File: src/ssc_pkg.sv
package ssc_pkg;

  // ==========================================================
  // Widths and depths
  localparam int DW    = 8;
  localparam int RW    = 16;
  localparam int AW    = 3;
  localparam int DEPTH = 4;
  localparam int CW    = 3;

  // ==========================================================
  // Register offsets (word index on the register port)
  localparam logic [AW-1:0] OFS_STATCTL  = 3'h0;
  localparam logic [AW-1:0] OFS_MODE     = 3'h1;
  localparam logic [AW-1:0] OFS_BUF      = 3'h2;
  localparam logic [AW-1:0] OFS_IRQ_STAT = 3'h3;
  localparam logic [AW-1:0] OFS_IRQ_CLR  = 3'h4;
  localparam logic [AW-1:0] OFS_IRQ_EN   = 3'h5;

  // ==========================================================
  // Status and control field positions
  localparam int B_EN    = 15;
  localparam int B_SIDL  = 13;
  localparam int B_BEC   = 8;
  localparam int B_SREMP = 7;
  localparam int B_ROV   = 6;
  localparam int B_RXMPT = 5;
  localparam int B_IMODE = 2;
  localparam int B_TBF   = 1;
  localparam int B_RBF   = 0;

  // Mode register and interrupt register fields
  localparam int M_MASTER = 0;
  localparam int M_ENH    = 1;
  localparam int I_BUF    = 0;
  localparam int I_OVF    = 1;
  localparam int IW       = 2;

  // Reset values
  localparam logic [RW-1:0] RST_WORD = 16'h0000;
  localparam logic [1:0]    RST_MODE = 2'h0;
  localparam logic [IW-1:0] RST_IRQ  = 2'h0;

  // Three quarters of the enhanced receive FIFO
  localparam logic [CW-1:0] RX_3Q = 3'h3;

  // ==========================================================
  // Timing: serial clock generated in master mode
  localparam int CORE_NS      = 40;
  localparam int SCK_HALF_NS  = 160;
  localparam int SCK_HALF_CYC = (SCK_HALF_NS + CORE_NS - 1) / CORE_NS;

  // ==========================================================
  // Types
  typedef enum logic [2:0] {
    SIS_RX_LAST  = 3'b000,
    SIS_RX_AVAIL = 3'b001,
    SIS_RX_3Q    = 3'b010,
    SIS_RX_FULL  = 3'b011,
    SIS_TX_SLOT  = 3'b100,
    SIS_TX_DONE  = 3'b101,
    SIS_TX_EMPTY = 3'b110,
    SIS_TX_FULL  = 3'b111
  } ssc_imode_t;

  typedef enum logic [1:0] {
    SH_IDLE = 2'b00,
    SH_RUN  = 2'b01
  } ssc_sh_state_t;

  typedef struct packed {
    logic       enable;
    logic       idle_stop;
    ssc_imode_t irq_mode;
  } ssc_ctrl_t;

  typedef struct packed {
    logic          busy;
    logic          done;
    logic [DW-1:0] rx_data;
  } ssc_shift_t;

endpackage

File: src/ssc_top.sv
// Functional notes
// - The enable bit turns the port on and hands the clock, data and select pins to it.
// - With idle-stop set the port halts while the device idles, otherwise it keeps running.
// - The element count shows pending transfers as master and unread transfers as slave.
// - The shift-register-empty flag reads 1 when the shift register is free, else 0.
// - A word completed while the receive buffer is full sets the overflow flag and is lost.
// - The receive-FIFO-empty flag reads 1 with no entries and 0 with at least one.
// - Interrupt mode 111 interrupts when the transmit buffer becomes full.
// - Mode 110 interrupts when a word moves to the shift register leaving the TX FIFO empty.
// - Mode 101 interrupts when the last bit has been shifted out and sending is complete.
// - Mode 100 interrupts when a word moves to the shift register freeing one TX slot.
// - Mode 011 interrupts when the receive buffer is completely full.
// - Mode 010 interrupts when the receive buffer holds three or more words (three quarters of the enhanced FIFO).
// - Mode 001 interrupts while at least one item waits in the receive buffer.
// - Mode 000 interrupts when software reads the last item, emptying the receive buffer.
`timescale 1ns/10ps
module ssc_top (
  input  wire logic                   core_clk_in,
  input  wire logic                   sys_rst_in,
  input  wire logic                   idle_in,
  input  wire logic [ssc_pkg::AW-1:0] reg_addr_in,
  input  wire logic [ssc_pkg::RW-1:0] reg_wdata_in,
  input  wire logic                   reg_wr_in,
  input  wire logic                   reg_rd_in,
  output logic      [ssc_pkg::RW-1:0] reg_rdata_out,
  output logic                        irq_out,
  input  wire logic                   sck_in,
  output logic                        sck_out,
  output logic                        sck_oe_n_out,
  input  wire logic                   sdi_in,
  output logic                        sdo_out,
  output logic                        sdo_oe_n_out,
  input  wire logic                   sel_n_in,
  output logic                        pins_owned_out
);

  // ==========================================================
  // Pin synchronisers
  logic [2:0] pin_raw;
  logic [2:0] pin_meta;
  logic [2:0] pin_sync;
  logic       sck_s;
  logic       sdi_s;
  logic       sel_n_s;

  assign pin_raw = {sck_in, sdi_in, sel_n_in};

  for (genvar gi = 0; gi < 3; gi++) begin : g_sync
    always_ff @(posedge core_clk_in) begin
      if (sys_rst_in) begin
        // Each pin resets to its idle level, so no false clock edge follows reset
        pin_meta[gi] <= (gi != 2);
        pin_sync[gi] <= (gi != 2);
      end else begin
        pin_meta[gi] <= pin_raw[gi];
        pin_sync[gi] <= pin_meta[gi];
      end
    end
  end

  assign sck_s   = pin_sync[2];
  assign sdi_s   = pin_sync[1];
  assign sel_n_s = pin_sync[0];

  // ==========================================================
  // Register state
  ssc_pkg::ssc_ctrl_t        ctrl, next_ctrl;
  logic [1:0]                mode, next_mode;
  logic [ssc_pkg::IW-1:0]    irq_en, next_irq_en;
  logic [ssc_pkg::IW-1:0]    irq_stat, next_irq_stat;
  logic                      ovf, next_ovf;
  logic [ssc_pkg::RW-1:0]    rdata, next_rdata;
  logic                      irq, next_irq;
  logic                      sck_oe_n, next_sck_oe_n;
  logic                      sdo_oe_n, next_sdo_oe_n;

  // FIFO state
  logic [ssc_pkg::DW-1:0]    tx_mem [ssc_pkg::DEPTH];
  logic [ssc_pkg::DW-1:0]    rx_mem [ssc_pkg::DEPTH];
  logic [1:0]                tx_wp, tx_rp, rx_wp, rx_rp;
  logic [1:0]                next_tx_wp, next_tx_rp;
  logic [1:0]                next_rx_wp, next_rx_rp;
  logic [ssc_pkg::CW-1:0]    tx_cnt, next_tx_cnt;
  logic [ssc_pkg::CW-1:0]    rx_cnt, next_rx_cnt;
  logic                      load, next_load;
  logic [ssc_pkg::DW-1:0]    load_data, next_load_data;

  ssc_pkg::ssc_shift_t       st;
  logic                      wr_ctl, wr_mode, wr_buf, wr_iclr, wr_ien, rd_buf;
  logic [ssc_pkg::CW-1:0]    depth_eff;
  logic                      tx_full, rx_full, halt, can_load;
  logic                      tx_push, tx_pop, rx_push, rx_pop, do_load;
  logic                      ovf_evt, buf_evt;
  logic [ssc_pkg::CW-1:0]    bec;
  logic [ssc_pkg::RW-1:0]    stat_word;
  logic                      sh_busy;

  assign wr_ctl  = reg_wr_in && reg_addr_in == ssc_pkg::OFS_STATCTL;
  assign wr_mode = reg_wr_in && reg_addr_in == ssc_pkg::OFS_MODE;
  assign wr_buf  = reg_wr_in && reg_addr_in == ssc_pkg::OFS_BUF;
  assign wr_iclr = reg_wr_in && reg_addr_in == ssc_pkg::OFS_IRQ_CLR;
  assign wr_ien  = reg_wr_in && reg_addr_in == ssc_pkg::OFS_IRQ_EN;
  assign rd_buf  = reg_rd_in && reg_addr_in == ssc_pkg::OFS_BUF;

  // Outside enhanced mode each direction holds a single word
  assign depth_eff = mode[ssc_pkg::M_ENH] ? 3'(ssc_pkg::DEPTH) : 3'h1;
  assign tx_full   = tx_cnt >= depth_eff;
  assign rx_full   = rx_cnt >= depth_eff;
  assign halt      = ctrl.idle_stop && idle_in;
  assign can_load  = ctrl.enable && !halt && !st.busy && !load;
  assign tx_pop    = can_load && tx_cnt != 3'h0;
  // A slave with nothing queued still shifts, sending zeros
  assign do_load   = tx_pop || (can_load && !mode[ssc_pkg::M_MASTER]);
  assign tx_push   = wr_buf && ctrl.enable && !tx_full;
  assign rx_pop    = rd_buf && rx_cnt != 3'h0;
  assign rx_push   = st.done && !rx_full;
  assign ovf_evt   = st.done && rx_full;

  // pending work as master, unread words as slave
  // A word already popped and on its way into the shifter is still pending
  assign sh_busy = st.busy || load;
  assign bec = mode[ssc_pkg::M_MASTER] ? 3'(tx_cnt + {2'h0, sh_busy}) : rx_cnt;

  always_comb begin
    stat_word                    = ssc_pkg::RST_WORD;
    stat_word[ssc_pkg::B_EN]     = ctrl.enable;
    stat_word[ssc_pkg::B_SIDL]   = ctrl.idle_stop;
    stat_word[ssc_pkg::B_BEC+:3] = bec;
    stat_word[ssc_pkg::B_SREMP]  = !sh_busy;
    stat_word[ssc_pkg::B_ROV]    = ovf;
    stat_word[ssc_pkg::B_RXMPT]  = rx_cnt == 3'h0;
    stat_word[ssc_pkg::B_IMODE+:3] = ctrl.irq_mode;
    stat_word[ssc_pkg::B_TBF]    = tx_full;
    stat_word[ssc_pkg::B_RBF]    = rx_full;
  end

  // ==========================================================
  // Buffer interrupt condition selected by the mode field
  always_comb begin
    case (ctrl.irq_mode)
      ssc_pkg::SIS_TX_FULL:  buf_evt = tx_full;
      ssc_pkg::SIS_TX_EMPTY: buf_evt = tx_pop && tx_cnt == 3'h1;
      ssc_pkg::SIS_TX_DONE:  buf_evt = st.done && tx_cnt == 3'h0 && !load;
      ssc_pkg::SIS_TX_SLOT:  buf_evt = tx_pop;
      ssc_pkg::SIS_RX_FULL:  buf_evt = rx_full;
      ssc_pkg::SIS_RX_3Q:    buf_evt = rx_cnt >= ssc_pkg::RX_3Q;
      ssc_pkg::SIS_RX_AVAIL: buf_evt = rx_cnt != 3'h0;
      ssc_pkg::SIS_RX_LAST:  buf_evt = rx_pop && rx_cnt == 3'h1;
      default:               buf_evt = 1'b0;
    endcase
  end

  // ==========================================================
  // FIFOs and shift loading
  always_comb begin
    next_tx_wp     = tx_wp + 2'(tx_push);
    next_tx_rp     = tx_rp + 2'(tx_pop);
    next_rx_wp     = rx_wp + 2'(rx_push);
    next_rx_rp     = rx_rp + 2'(rx_pop);
    next_tx_cnt    = 3'(tx_cnt + {2'h0, tx_push} - {2'h0, tx_pop});
    next_rx_cnt    = 3'(rx_cnt + {2'h0, rx_push} - {2'h0, rx_pop});
    next_load      = do_load;
    next_load_data = tx_pop ? tx_mem[tx_rp] : 8'h00;
    if (!ctrl.enable) begin
      // Turning the port off flushes both directions
      next_tx_wp  = 2'h0;
      next_tx_rp  = 2'h0;
      next_rx_wp  = 2'h0;
      next_rx_rp  = 2'h0;
      next_tx_cnt = 3'h0;
      next_rx_cnt = 3'h0;
      next_load   = 1'b0;
    end
  end

  always_ff @(posedge core_clk_in) begin
    if (sys_rst_in) begin
      tx_wp     <= 2'h0;
      tx_rp     <= 2'h0;
      rx_wp     <= 2'h0;
      rx_rp     <= 2'h0;
      tx_cnt    <= 3'h0;
      rx_cnt    <= 3'h0;
      load      <= 1'b0;
      load_data <= 8'h00;
    end else begin
      tx_wp     <= next_tx_wp;
      tx_rp     <= next_tx_rp;
      rx_wp     <= next_rx_wp;
      rx_rp     <= next_rx_rp;
      tx_cnt    <= next_tx_cnt;
      rx_cnt    <= next_rx_cnt;
      load      <= next_load;
      load_data <= next_load_data;
    end
  end

  always_ff @(posedge core_clk_in) begin
    if (tx_push) begin
      tx_mem[tx_wp] <= reg_wdata_in[ssc_pkg::DW-1:0];
    end
    if (rx_push) begin
      rx_mem[rx_wp] <= st.rx_data;
    end
  end

  ssc_shift u_shift (
    .core_clk_in (core_clk_in),
    .sys_rst_in  (sys_rst_in),
    .en_in       (ctrl.enable),
    .halt_in     (halt),
    .master_in   (mode[ssc_pkg::M_MASTER]),
    .load_in     (load),
    .tx_data_in  (load_data),
    .sck_in      (sck_s),
    .sdi_in      (sdi_s),
    .sel_n_in    (sel_n_s),
    .st_out      (st),
    .sck_out     (sck_out),
    .sdo_out     (sdo_out)
  );

  // ==========================================================
  // Registers, flags and read data
  always_comb begin
    next_ctrl     = ctrl;
    next_mode     = mode;
    next_irq_en   = irq_en;
    next_irq_stat = irq_stat;
    next_ovf      = ovf;
    next_rdata    = 16'h0000;
    if (wr_ctl) begin
      next_ctrl.enable    = reg_wdata_in[ssc_pkg::B_EN];
      next_ctrl.idle_stop = reg_wdata_in[ssc_pkg::B_SIDL];
      next_ctrl.irq_mode  = ssc_pkg::ssc_imode_t'(reg_wdata_in[ssc_pkg::B_IMODE+:3]);
      if (!reg_wdata_in[ssc_pkg::B_ROV]) begin
        next_ovf = 1'b0;
      end
    end
    // Set wins over a clear in the same cycle
    if (ovf_evt) begin
      next_ovf = 1'b1;
    end
    if (wr_mode) begin
      next_mode = reg_wdata_in[1:0];
    end
    if (wr_ien) begin
      next_irq_en = reg_wdata_in[ssc_pkg::IW-1:0];
    end
    if (wr_iclr) begin
      next_irq_stat = irq_stat & ~reg_wdata_in[ssc_pkg::IW-1:0];
    end
    next_irq_stat = next_irq_stat | {ovf_evt, buf_evt};
    if (reg_rd_in) begin
      case (reg_addr_in)
        ssc_pkg::OFS_STATCTL:  next_rdata = stat_word;
        ssc_pkg::OFS_MODE:     next_rdata = {14'h0000, mode};
        ssc_pkg::OFS_BUF:      next_rdata = rx_pop ? {8'h00, rx_mem[rx_rp]} : 16'h0000;
        ssc_pkg::OFS_IRQ_STAT: next_rdata = {14'h0000, irq_stat};
        ssc_pkg::OFS_IRQ_EN:   next_rdata = {14'h0000, irq_en};
        default:               next_rdata = 16'h0000;
      endcase
    end
    next_irq      = |(irq_stat & irq_en);
    next_sck_oe_n = !(ctrl.enable && mode[ssc_pkg::M_MASTER]);
    next_sdo_oe_n = !(ctrl.enable && (mode[ssc_pkg::M_MASTER] || !sel_n_s));
  end

  always_ff @(posedge core_clk_in) begin
    if (sys_rst_in) begin
      ctrl     <= '{enable: 1'b0, idle_stop: 1'b0, irq_mode: ssc_pkg::SIS_RX_LAST};
      mode     <= ssc_pkg::RST_MODE;
      irq_en   <= ssc_pkg::RST_IRQ;
      irq_stat <= ssc_pkg::RST_IRQ;
      ovf      <= 1'b0;
      rdata    <= 16'h0000;
      irq      <= 1'b0;
      sck_oe_n <= 1'b1;
      sdo_oe_n <= 1'b1;
    end else begin
      ctrl     <= next_ctrl;
      mode     <= next_mode;
      irq_en   <= next_irq_en;
      irq_stat <= next_irq_stat;
      ovf      <= next_ovf;
      rdata    <= next_rdata;
      irq      <= next_irq;
      sck_oe_n <= next_sck_oe_n;
      sdo_oe_n <= next_sdo_oe_n;
    end
  end

  assign reg_rdata_out  = rdata;
  assign irq_out        = irq;
  assign sck_oe_n_out   = sck_oe_n;
  assign sdo_oe_n_out   = sdo_oe_n;
  assign pins_owned_out = ctrl.enable;
endmodule // ssc_top

File: src/ssc_shift.sv
`timescale 1ns/10ps
module ssc_shift (
  input  wire logic                  core_clk_in,
  input  wire logic                  sys_rst_in,
  input  wire logic                  en_in,
  input  wire logic                  halt_in,
  input  wire logic                  master_in,
  input  wire logic                  load_in,
  input  wire logic [ssc_pkg::DW-1:0] tx_data_in,
  input  wire logic                  sck_in,
  input  wire logic                  sdi_in,
  input  wire logic                  sel_n_in,
  output ssc_pkg::ssc_shift_t        st_out,
  output logic                       sck_out,
  output logic                       sdo_out
);

  ssc_pkg::ssc_sh_state_t state, next_state;
  logic [ssc_pkg::DW-1:0] shreg, next_shreg;
  logic [ssc_pkg::DW-1:0] rx, next_rx;
  logic [2:0]             bits, next_bits;
  logic [2:0]             div, next_div;
  logic                   sck, next_sck;
  logic                   sck_d, next_sck_d;
  logic                   sdo, next_sdo;
  logic                   done, next_done;
  logic                   rise;
  logic                   fall;

  // ==========================================================
  // Shift engine, clock idle low, sample on rise, change on fall
  always_comb begin
    next_state = state;
    next_shreg = shreg;
    next_rx    = rx;
    next_bits  = bits;
    next_div   = div;
    next_sck   = sck;
    next_sck_d = sck_in;
    next_sdo   = sdo;
    next_done  = 1'b0;
    rise       = 1'b0;
    fall       = 1'b0;
    if (master_in) begin
      if (state == ssc_pkg::SH_RUN && !halt_in) begin
        if (div == 3'(ssc_pkg::SCK_HALF_CYC - 1)) begin
          next_div = 3'h0;
          next_sck = !sck;
          rise     = !sck;
          fall     = sck;
        end else begin
          next_div = div + 3'h1;
        end
      end
    end else if (!sel_n_in && !halt_in) begin
      // Slave edges come from the synchronised pin, so the link
      // clock must stay well below the core clock
      rise = sck_in && !sck_d;
      fall = !sck_in && sck_d;
    end
    case (state)
      ssc_pkg::SH_IDLE: begin
        next_sck = 1'b0;
        next_div = 3'h0;
        if (load_in) begin
          next_state = ssc_pkg::SH_RUN;
          next_shreg = tx_data_in;
          next_sdo   = tx_data_in[ssc_pkg::DW-1];
          next_bits  = 3'h0;
        end
      end
      ssc_pkg::SH_RUN: begin
        if (rise) begin
          next_shreg = {shreg[ssc_pkg::DW-2:0], sdi_in};
        end
        if (fall) begin
          next_bits = bits + 3'h1;
          next_sdo  = shreg[ssc_pkg::DW-1];
          if (bits == 3'h7) begin
            next_state = ssc_pkg::SH_IDLE;
            next_done  = 1'b1;
            next_rx    = shreg;
          end
        end
      end
      default: begin
        next_state = ssc_pkg::SH_IDLE;
      end
    endcase
    if (!en_in) begin
      next_state = ssc_pkg::SH_IDLE;
      next_sck   = 1'b0;
    end
  end

  always_ff @(posedge core_clk_in) begin
    if (sys_rst_in) begin
      state <= ssc_pkg::SH_IDLE;
      shreg <= 8'h00;
      rx    <= 8'h00;
      bits  <= 3'h0;
      div   <= 3'h0;
      sck   <= 1'b0;
      sck_d <= 1'b0;
      sdo   <= 1'b0;
      done  <= 1'b0;
    end else begin
      state <= next_state;
      shreg <= next_shreg;
      rx    <= next_rx;
      bits  <= next_bits;
      div   <= next_div;
      sck   <= next_sck;
      sck_d <= next_sck_d;
      sdo   <= next_sdo;
      done  <= next_done;
    end
  end

  assign st_out  = '{busy: (state != ssc_pkg::SH_IDLE), done: done, rx_data: rx};
  assign sck_out = sck;
  assign sdo_out = sdo;

endmodule // ssc_shift

File: config.mk
export PLATFORM = sky130hd
export DESIGN_NAME = ssc_top
export DESIGN_NICKNAME = d
export VERILOG_FILES = /design/src/ssc_pkg.sv /design/src/ssc_top.sv /design/src/ssc_shift.sv
export SDC_FILE = /design/constraint.sdc
export NUM_CORES = 1
export LEC_CHECK = 0
export ABC_CLOCK_PERIOD_IN_PS = 3400
export BUFFER_PORTS_ARGS = -buffer_cell sky130_fd_sc_hd__buf_4
export CAP_MARGIN = 40
export CORE_ASPECT_RATIO = 1.75
export CORE_MARGIN = 1
export CORE_UTILIZATION = 50
export DETAILED_ROUTE_END_ITERATION = 10
export GPL_TIMING_DRIVEN = 0
export PLACE_DENSITY = 0.79
export SYNTH_ARGS = -nofsm -noshare
export SYNTH_HDL_FRONTEND = slang
export SYNTH_SLANG_ARGS = --single-unit
File: constraint.sdc
create_clock -name core_clk_in -period 3.4 [get_ports core_clk_in]
set_clock_uncertainty 0.2 [all_clocks]
set_input_delay 0.17 -clock core_clk_in [delete_from_list [all_inputs] [get_ports core_clk_in]]
set_output_delay 0.17 -clock core_clk_in [all_outputs]
set_load 0.005 [all_outputs]
After elaboration in Yosys (flattened, before gate mapping)
Memories as Yosys holds them, arrays and structs flattened. A register that Yosys moved wholly into a read port is not among the register bits.
Index checks and enable logic that the tools add are counted.
- input bits: 27
- memories: 2
- logic and storage cells: 184
- flip-flop bits (word level): 80
- bits in writable memories: 64
- output and inout port bits: 22
- memory list (memory ; words ; width ; read ports ; clocked after Yosys merged registers in ; wr ports ; RTL line ; text):
    rx_mem ; 4 ; 8 ; 1 ; 1 ; 1 ; ssc_top.sv:79 ; logic [ssc_pkg::DW-1:0] rx_mem [ssc_pkg::DEPTH];
    tx_mem ; 4 ; 8 ; 1 ; 1 ; 1 ; ssc_top.sv:78 ; logic [ssc_pkg::DW-1:0] tx_mem [ssc_pkg::DEPTH];
- mux-type cells: 37
- reductions and logical operators: 67
- equal/unequal tests: 22
- bitwise operators: 9
- order comparisons: 3
- add/subtract/negate cells: 11
- operator list (kind ; number):
    16-bit case mux with 5 select lines ; 1
    1-bit logical AND ; 27
    8-bit two-way mux ; 3
    3-bit == test (second input constant) ; 7
    1-bit two-way mux ; 18
    8-bit case mux with 2 select lines ; 1
    3-bit by 2-bit == test with 1-bit output (second input constant) ; 5
    3-bit two-way mux ; 5
    3-bit AND reduction ; 5
    1-bit logical NOT ; 13
    3-bit by 1-bit == test with 1-bit output (second input constant) ; 4
    3-bit logical NOT ; 4
    2-bit two-way mux ; 5
    2-bit OR reduction ; 5
    3-bit by 1-bit adder with 3-bit output ; 3
    2-bit by 1-bit adder with 2-bit output ; 4
    1-bit case mux with 8 select lines ; 1
    3-bit by 1-bit adder with 3-bit output (second input constant) ; 2
    3-bit greater-or-equal comparator ; 2
    2-bit by 1-bit inequality test with 1-bit output (second input constant) ; 3
    3-bit case mux with 2 select lines ; 1
    2-bit nonzero test ; 3
    3-bit nonzero test ; 2
    3-bit OR reduction ; 2
    other kinds (13) ; 23

Logic depth before layout (Yosys ltp)
- depth in word-level cells: 9
- mapped depth: 12

Cells and area by module
Synthesis repeated with hierarchy kept, for this count alone.
- cell total of the unflattened synthesis: 475
- area, all modules: 6095.8 um^2
- by module, submodules not included (module ; cells each ; area each (um^2) ; instances):
    ssc_top ; 349 ; 4772.1 ; 1
    ssc_shift ; 126 ; 1323.8 ; 1

Worst setup path before layout
OpenSTA, ideal clock, no wires.
- path type: flip-flop to flip-flop
- from: register tx_cnt[0] (netlist name)
- to: register tx_cnt[2] (netlist name)
- data required time: 3.072 ns
- data arrival time: 2.663 ns
- path slack: 0.409 ns
- library setup time: 0.128 ns
- stages on the path, launching flop included: 12
- cells stage by stage: dfxtp_1 inv_1 ha_1 or3b_4 a2111oi_4 or2_1 nand2_1 ha_1 fa_1 xnor2_1 xnor2_1 nor2_1
- word-level cells in the longest chain between the ends: 5
- elaborated cells on any way between the ends: 7
- classes of those cells: 2 x add/sub; 1 x order compare; 4 x reduce/logical
- ends and longest elaborated chain (what ; RTL line ; text):
    from (decl) ; ssc_top.sv:83 ; logic [ssc_pkg::CW-1:0] tx_cnt, next_tx_cnt;
    from (signal assigned) ; ssc_top.sv:191 ; tx_cnt <= next_tx_cnt;
    3-bit greater-or-equal comparator ; ssc_top.sv:107 ; assign tx_full = tx_cnt >= depth_eff;
    1-bit logical NOT ; ssc_top.sv:114 ; assign tx_push = wr_buf && ctrl.enable && !tx_full;
    1-bit logical AND ; ssc_top.sv:114 ;
    3-bit by 1-bit adder with 3-bit output ; ssc_top.sv:160 ; next_tx_cnt = 3'(tx_cnt + {2'h0, tx_push} - {2'h0, tx_pop});
    3-bit by 1-bit subtractor with 3-bit output * ; ssc_top.sv:160 ;
Every way passes the cells marked *; elsewhere a longest branch is shown, timed or not.
A chain may end at the register's enable or synchronous reset.

Worst setup path after layout
- from: register rx_cnt[0] (netlist name)
- to: register rx_cnt[2] (netlist name)
- word-level cells in the longest chain between the ends: 5
- elaborated cells on any way between the ends: 7
- classes of those cells: 2 x add/sub; 1 x order compare; 4 x reduce/logical
- ends and longest elaborated chain (what ; RTL line ; text):
    from (decl) ; ssc_top.sv:84 ; logic [ssc_pkg::CW-1:0] rx_cnt, next_rx_cnt;
    from (signal assigned) ; ssc_top.sv:192 ; rx_cnt <= next_rx_cnt;
    3-bit greater-or-equal comparator ; ssc_top.sv:108 ; assign rx_full = rx_cnt >= depth_eff;
    1-bit logical NOT ; ssc_top.sv:116 ; assign rx_push = st.done && !rx_full;
    1-bit logical AND ; ssc_top.sv:116 ;
    3-bit by 1-bit adder with 3-bit output ; ssc_top.sv:161 ; next_rx_cnt = 3'(rx_cnt + {2'h0, rx_push} - {2'h0, rx_pop});
    3-bit by 1-bit subtractor with 3-bit output * ; ssc_top.sv:161 ;
Marked as above.

==> run metrics <==
combinational family with the most area after synthesis=simple AND/OR/NAND/NOR gates; f_max=312 MHz; predominant post-synthesis flop cell=dfxtp_1; global-route wire length before repair=about 21 mm; die area=between 10000 and 15000 sq um; Slew Limit Fails=0; WP data required=3480 ps; RSZ-0062 raised after global routing=no; critical path's slowest cell=dfxtp_1; largest net degree at the start of global routing=19; grt ovf=0; row cnt=52; top-level I/O count=49; Max-Cap Viols=0; Avg Vias per Cell=5.62; CP bufs+invs=3; post-synthesis compound-gate area fraction=0.0737; Clk Latency, worst-skew pair=430 ps; mux share of post-synthesis cell area=0.0908; final non-filler cell total=714; Synth-to-Final Area Change=20.7%; clk slew on worst S/H paths=70 ps; FF-to-FF setup slack=190 ps; YS warnings=0; Worst setup EP type=register; VDD IR max=0.000412 V; Synth Area in XOR/XNOR=0.0159; sequential-to-total area share from yosys stat=0.593; gp weighted congestion=0.887; initial drt markers=227; HPWL after DPL=9.20 mm; Mapped Area=6080 sq um; chip width=85.3 um; adder-cell share of the synthesized area=0.0395; crit share post-route=0.943; placed insts=between 600 and 700; Startpoint Class=register; CTS Buffer Depth=2; status=completed; routed wire length=13.0 mm; minimum clock period=3210 ps; Ant. Diodes=0; antenna-violating nets left=0; drt drc=0; fin nets=611; Fin. Hold Viols=0; power density over cell area=approximately 520 nW/um^2; via count=4016; port buffer count=36; GRT Overall Usage=0.225; relative slew slack=0.481; Hold Crit Class=primary input to register; Critical Setup Path Class=register to register; async set or reset register ratio after synthesis=0; Die Y=148 um; CTS Sinks=148; antenna violations before repair=0; actual slew at the worst max-slew pin=776 ps; Max Fanout on Critical Path=7; Post-Synthesis Cells=488; Core Area=around 12000 sq um; #FFs+latches synth=148; H-tree depth=4; Setup Fix Bufs, Post-CTS=0; CTS tree=yes; vias in the first global route=4266; CP peak stage delay=460 ps; simple-gate share of the synthesized area=0.152; CTS buffer count=17; Synth cell types=just over 60; worst-path cell chain=inv_1 -> ha_1 -> or3b_2 -> a21oi_2 -> nand2_1 -> ha_1 -> inv_1 -> ha_1 -> inv_1 -> fa_1 -> xor2_1 -> nor2_1; DRT Pass-1 Iters=4; total power=3820 uW; Leakage=between 0.002 and 0.003 uW; CTS root buf=clkbuf_16; layout cells sized above 1=0.212; wire per inst=roughly 18 um; Top Family by Delay on Critical Path=adder cells; initial core utilization=0.519; Mapped Avg Cell Area=12.5 sq um; setup violators final=0; critical path data arrival time=between 3000 and 4000 ps; EDFF count, synth=64
[registers in the layout, indices dropped and copies added, names as in the netlist, 3 cells and up]
name	cells
rx_mem	32
tx_mem	32
reg_rdata_out	13
load_data	8
u_shift.rx	8
u_shift.shreg	8
ctrl	4
pin_meta	3
rx_cnt	3
tx_cnt	3
u_shift.bits	3
u_shift.div	3
[placed cells by master, fill, tap and decap left out, types with 3 or more instances in the layout]
cell,synthesis,layout
ha_1,16,16
o22ai_1,5,5
o21ai_0,9,9
nand3_1,9,9
nor3b_1,3,3
and2_1,7,7
or2_2,7,7
a221oi_1,8,8
a21oi_1,15,14
nor3_1,7,7
clkinv_8,0,6
buf_4,5,44
xnor2_1,8,8
nor2_1,33,33
nand4_1,3,3
a22oi_1,9,9
xor2_1,3,3
nand2b_1,23,23
clkbuf_16,0,17
inv_1,22,21
mux2i_1,18,18
and3_1,3,3
inv_8,0,4
dfxtp_1,84,83
inv_6,0,3
clkbuf_1,14,14
nor2b_1,16,16
nand2_1,28,28
nor4_1,4,4
conb_1,1,3
buf_2,7,8
mux4_2,16,16
edfxtp_1,64,64
a211oi_1,3,3
dlygate4sd3_1,0,17
[cell usage after synthesis (2+ instances only)]
| cell | n | area [sq um] |
|---|---|---|
| or2_2 | 7 | 43.8 |
| a211oi_1 | 3 | 22.5 |
| a21oi_1 | 15 | 75.1 |
| nor3b_1 | 3 | 22.5 |
| o2bb2ai_1 | 2 | 17.5 |
| and2_1 | 7 | 43.8 |
| ha_1 | 16 | 200 |
| o21ai_0 | 9 | 45.0 |
| nor3_1 | 7 | 35.0 |
| nand3b_1 | 2 | 15.0 |
| clkbuf_1 | 14 | 52.6 |
| xnor2_1 | 8 | 70.1 |
| o22ai_1 | 5 | 31.3 |
| a221oi_1 | 8 | 70.1 |
| nor2_1 | 33 | 124 |
| mux4_2 | 16 | 360 |
| buf_4 | 5 | 37.5 |
| nor4_1 | 4 | 25.0 |
| inv_1 | 22 | 82.6 |
| buf_2 | 7 | 35.0 |
| a22oi_1 | 9 | 67.6 |
| dfxtp_1 | 84 | 1680 |
| nor4bb_1 | 2 | 20.0 |
| and3_1 | 3 | 18.8 |
| nand2b_1 | 23 | 144 |
| nor3b_2 | 2 | 25.0 |
| nand3_1 | 9 | 45.0 |
| fa_1 | 2 | 40.0 |
| nand4_1 | 3 | 18.8 |
| nor2b_1 | 16 | 100 |
| edfxtp_1 | 64 | 1920 |
| o32ai_1 | 2 | 17.5 |
| mux2i_1 | 18 | 180 |
| nand2_1 | 28 | 105 |
| xor2_1 | 3 | 26.3 |
[power by group]
part / internal, uW / switching [uW]
registers: 1850 / 5.62
clock network: 996 / 858
logic: 50.8 / 56.6
[metal layers]
metal  routed length (um)  up-vias  global-route usage
met5                    0        -                   0
met4                  626        0               0.137
met3                  528       35              0.0564
met2                 6970      121               0.397
met1                 4860     1937               0.237
li1                     -     1923                   -
[final timing paths]
| kind | cells after the start | start | end |
|---|---|---|---|
| worst min register to register | 1 | pin_meta[0] | sel_n_s |
| worst max-delay path | 12 | rx_cnt[0] | rx_cnt[2] |
| worst max register to register | 12 | rx_cnt[0] | rx_cnt[2] |
| worst min-delay path | 4 | reg_rd_in | reg_rdata_out[10] |
[layout make-up]
type / instances / area, sq um
Multi-Input combinational cell: 293 / 2270
Fill cell: 879 / 4380
Sequential cell: 148 / 3600
Inverter: 22 / 82.6
Clock buffer: 17 / 425
Timing Repair Buffer: 57 / 468
Buffer: 27 / 129
Clock inverter: 15 / 185
Tap cell: 135 / 169
[through the flow]
stage / worst slack (ps) / utilization / hold slack, ps / setup TNS [ps] / cell area [sq um]
6_report: 193 / 0.626 / 33.7 / 0 / 7340
5_1_grt: 1.37 / 0.626 / 58.2 / 0 / 7340
4_1_cts: 79.1 / 0.626 / 17.0 / 0 / 7330
3_5_place_dp: 94.3 / 0.559 / 164 / 0 / 6550
3_3_place_gp: -6.84 / 0.557 / 157 / -53.8 / 6520
2_1_floorplan: 409 / - / 68.9 / 0 / 6080
[worst min-delay path, cell delays in order]
cell and delay [ps]:
buf_4 110, nor2b_1 160, nand2_1 110, a211oi_1 50
[timing repair]
item                       in CTS  in global routing
setup endpoints to repair       0                  2
hold buffers                   17                  0
hold endpoints to repair       47                  0
gates resized for setup         0                  3
[cells by family (layout without fill, tap and decap cells)]
kind of cell,Yosys count,count (layout)
adders and majority gates,18,18
buffers and inverters,49,138
and+or+nand+nor,163,163
other,1,3
xor gates and xnor gates,11,11
AOI/OAI and AO/OA,63,63
muxes,35,35
DFF,148,148
Power figures use the tool's default switching activity.
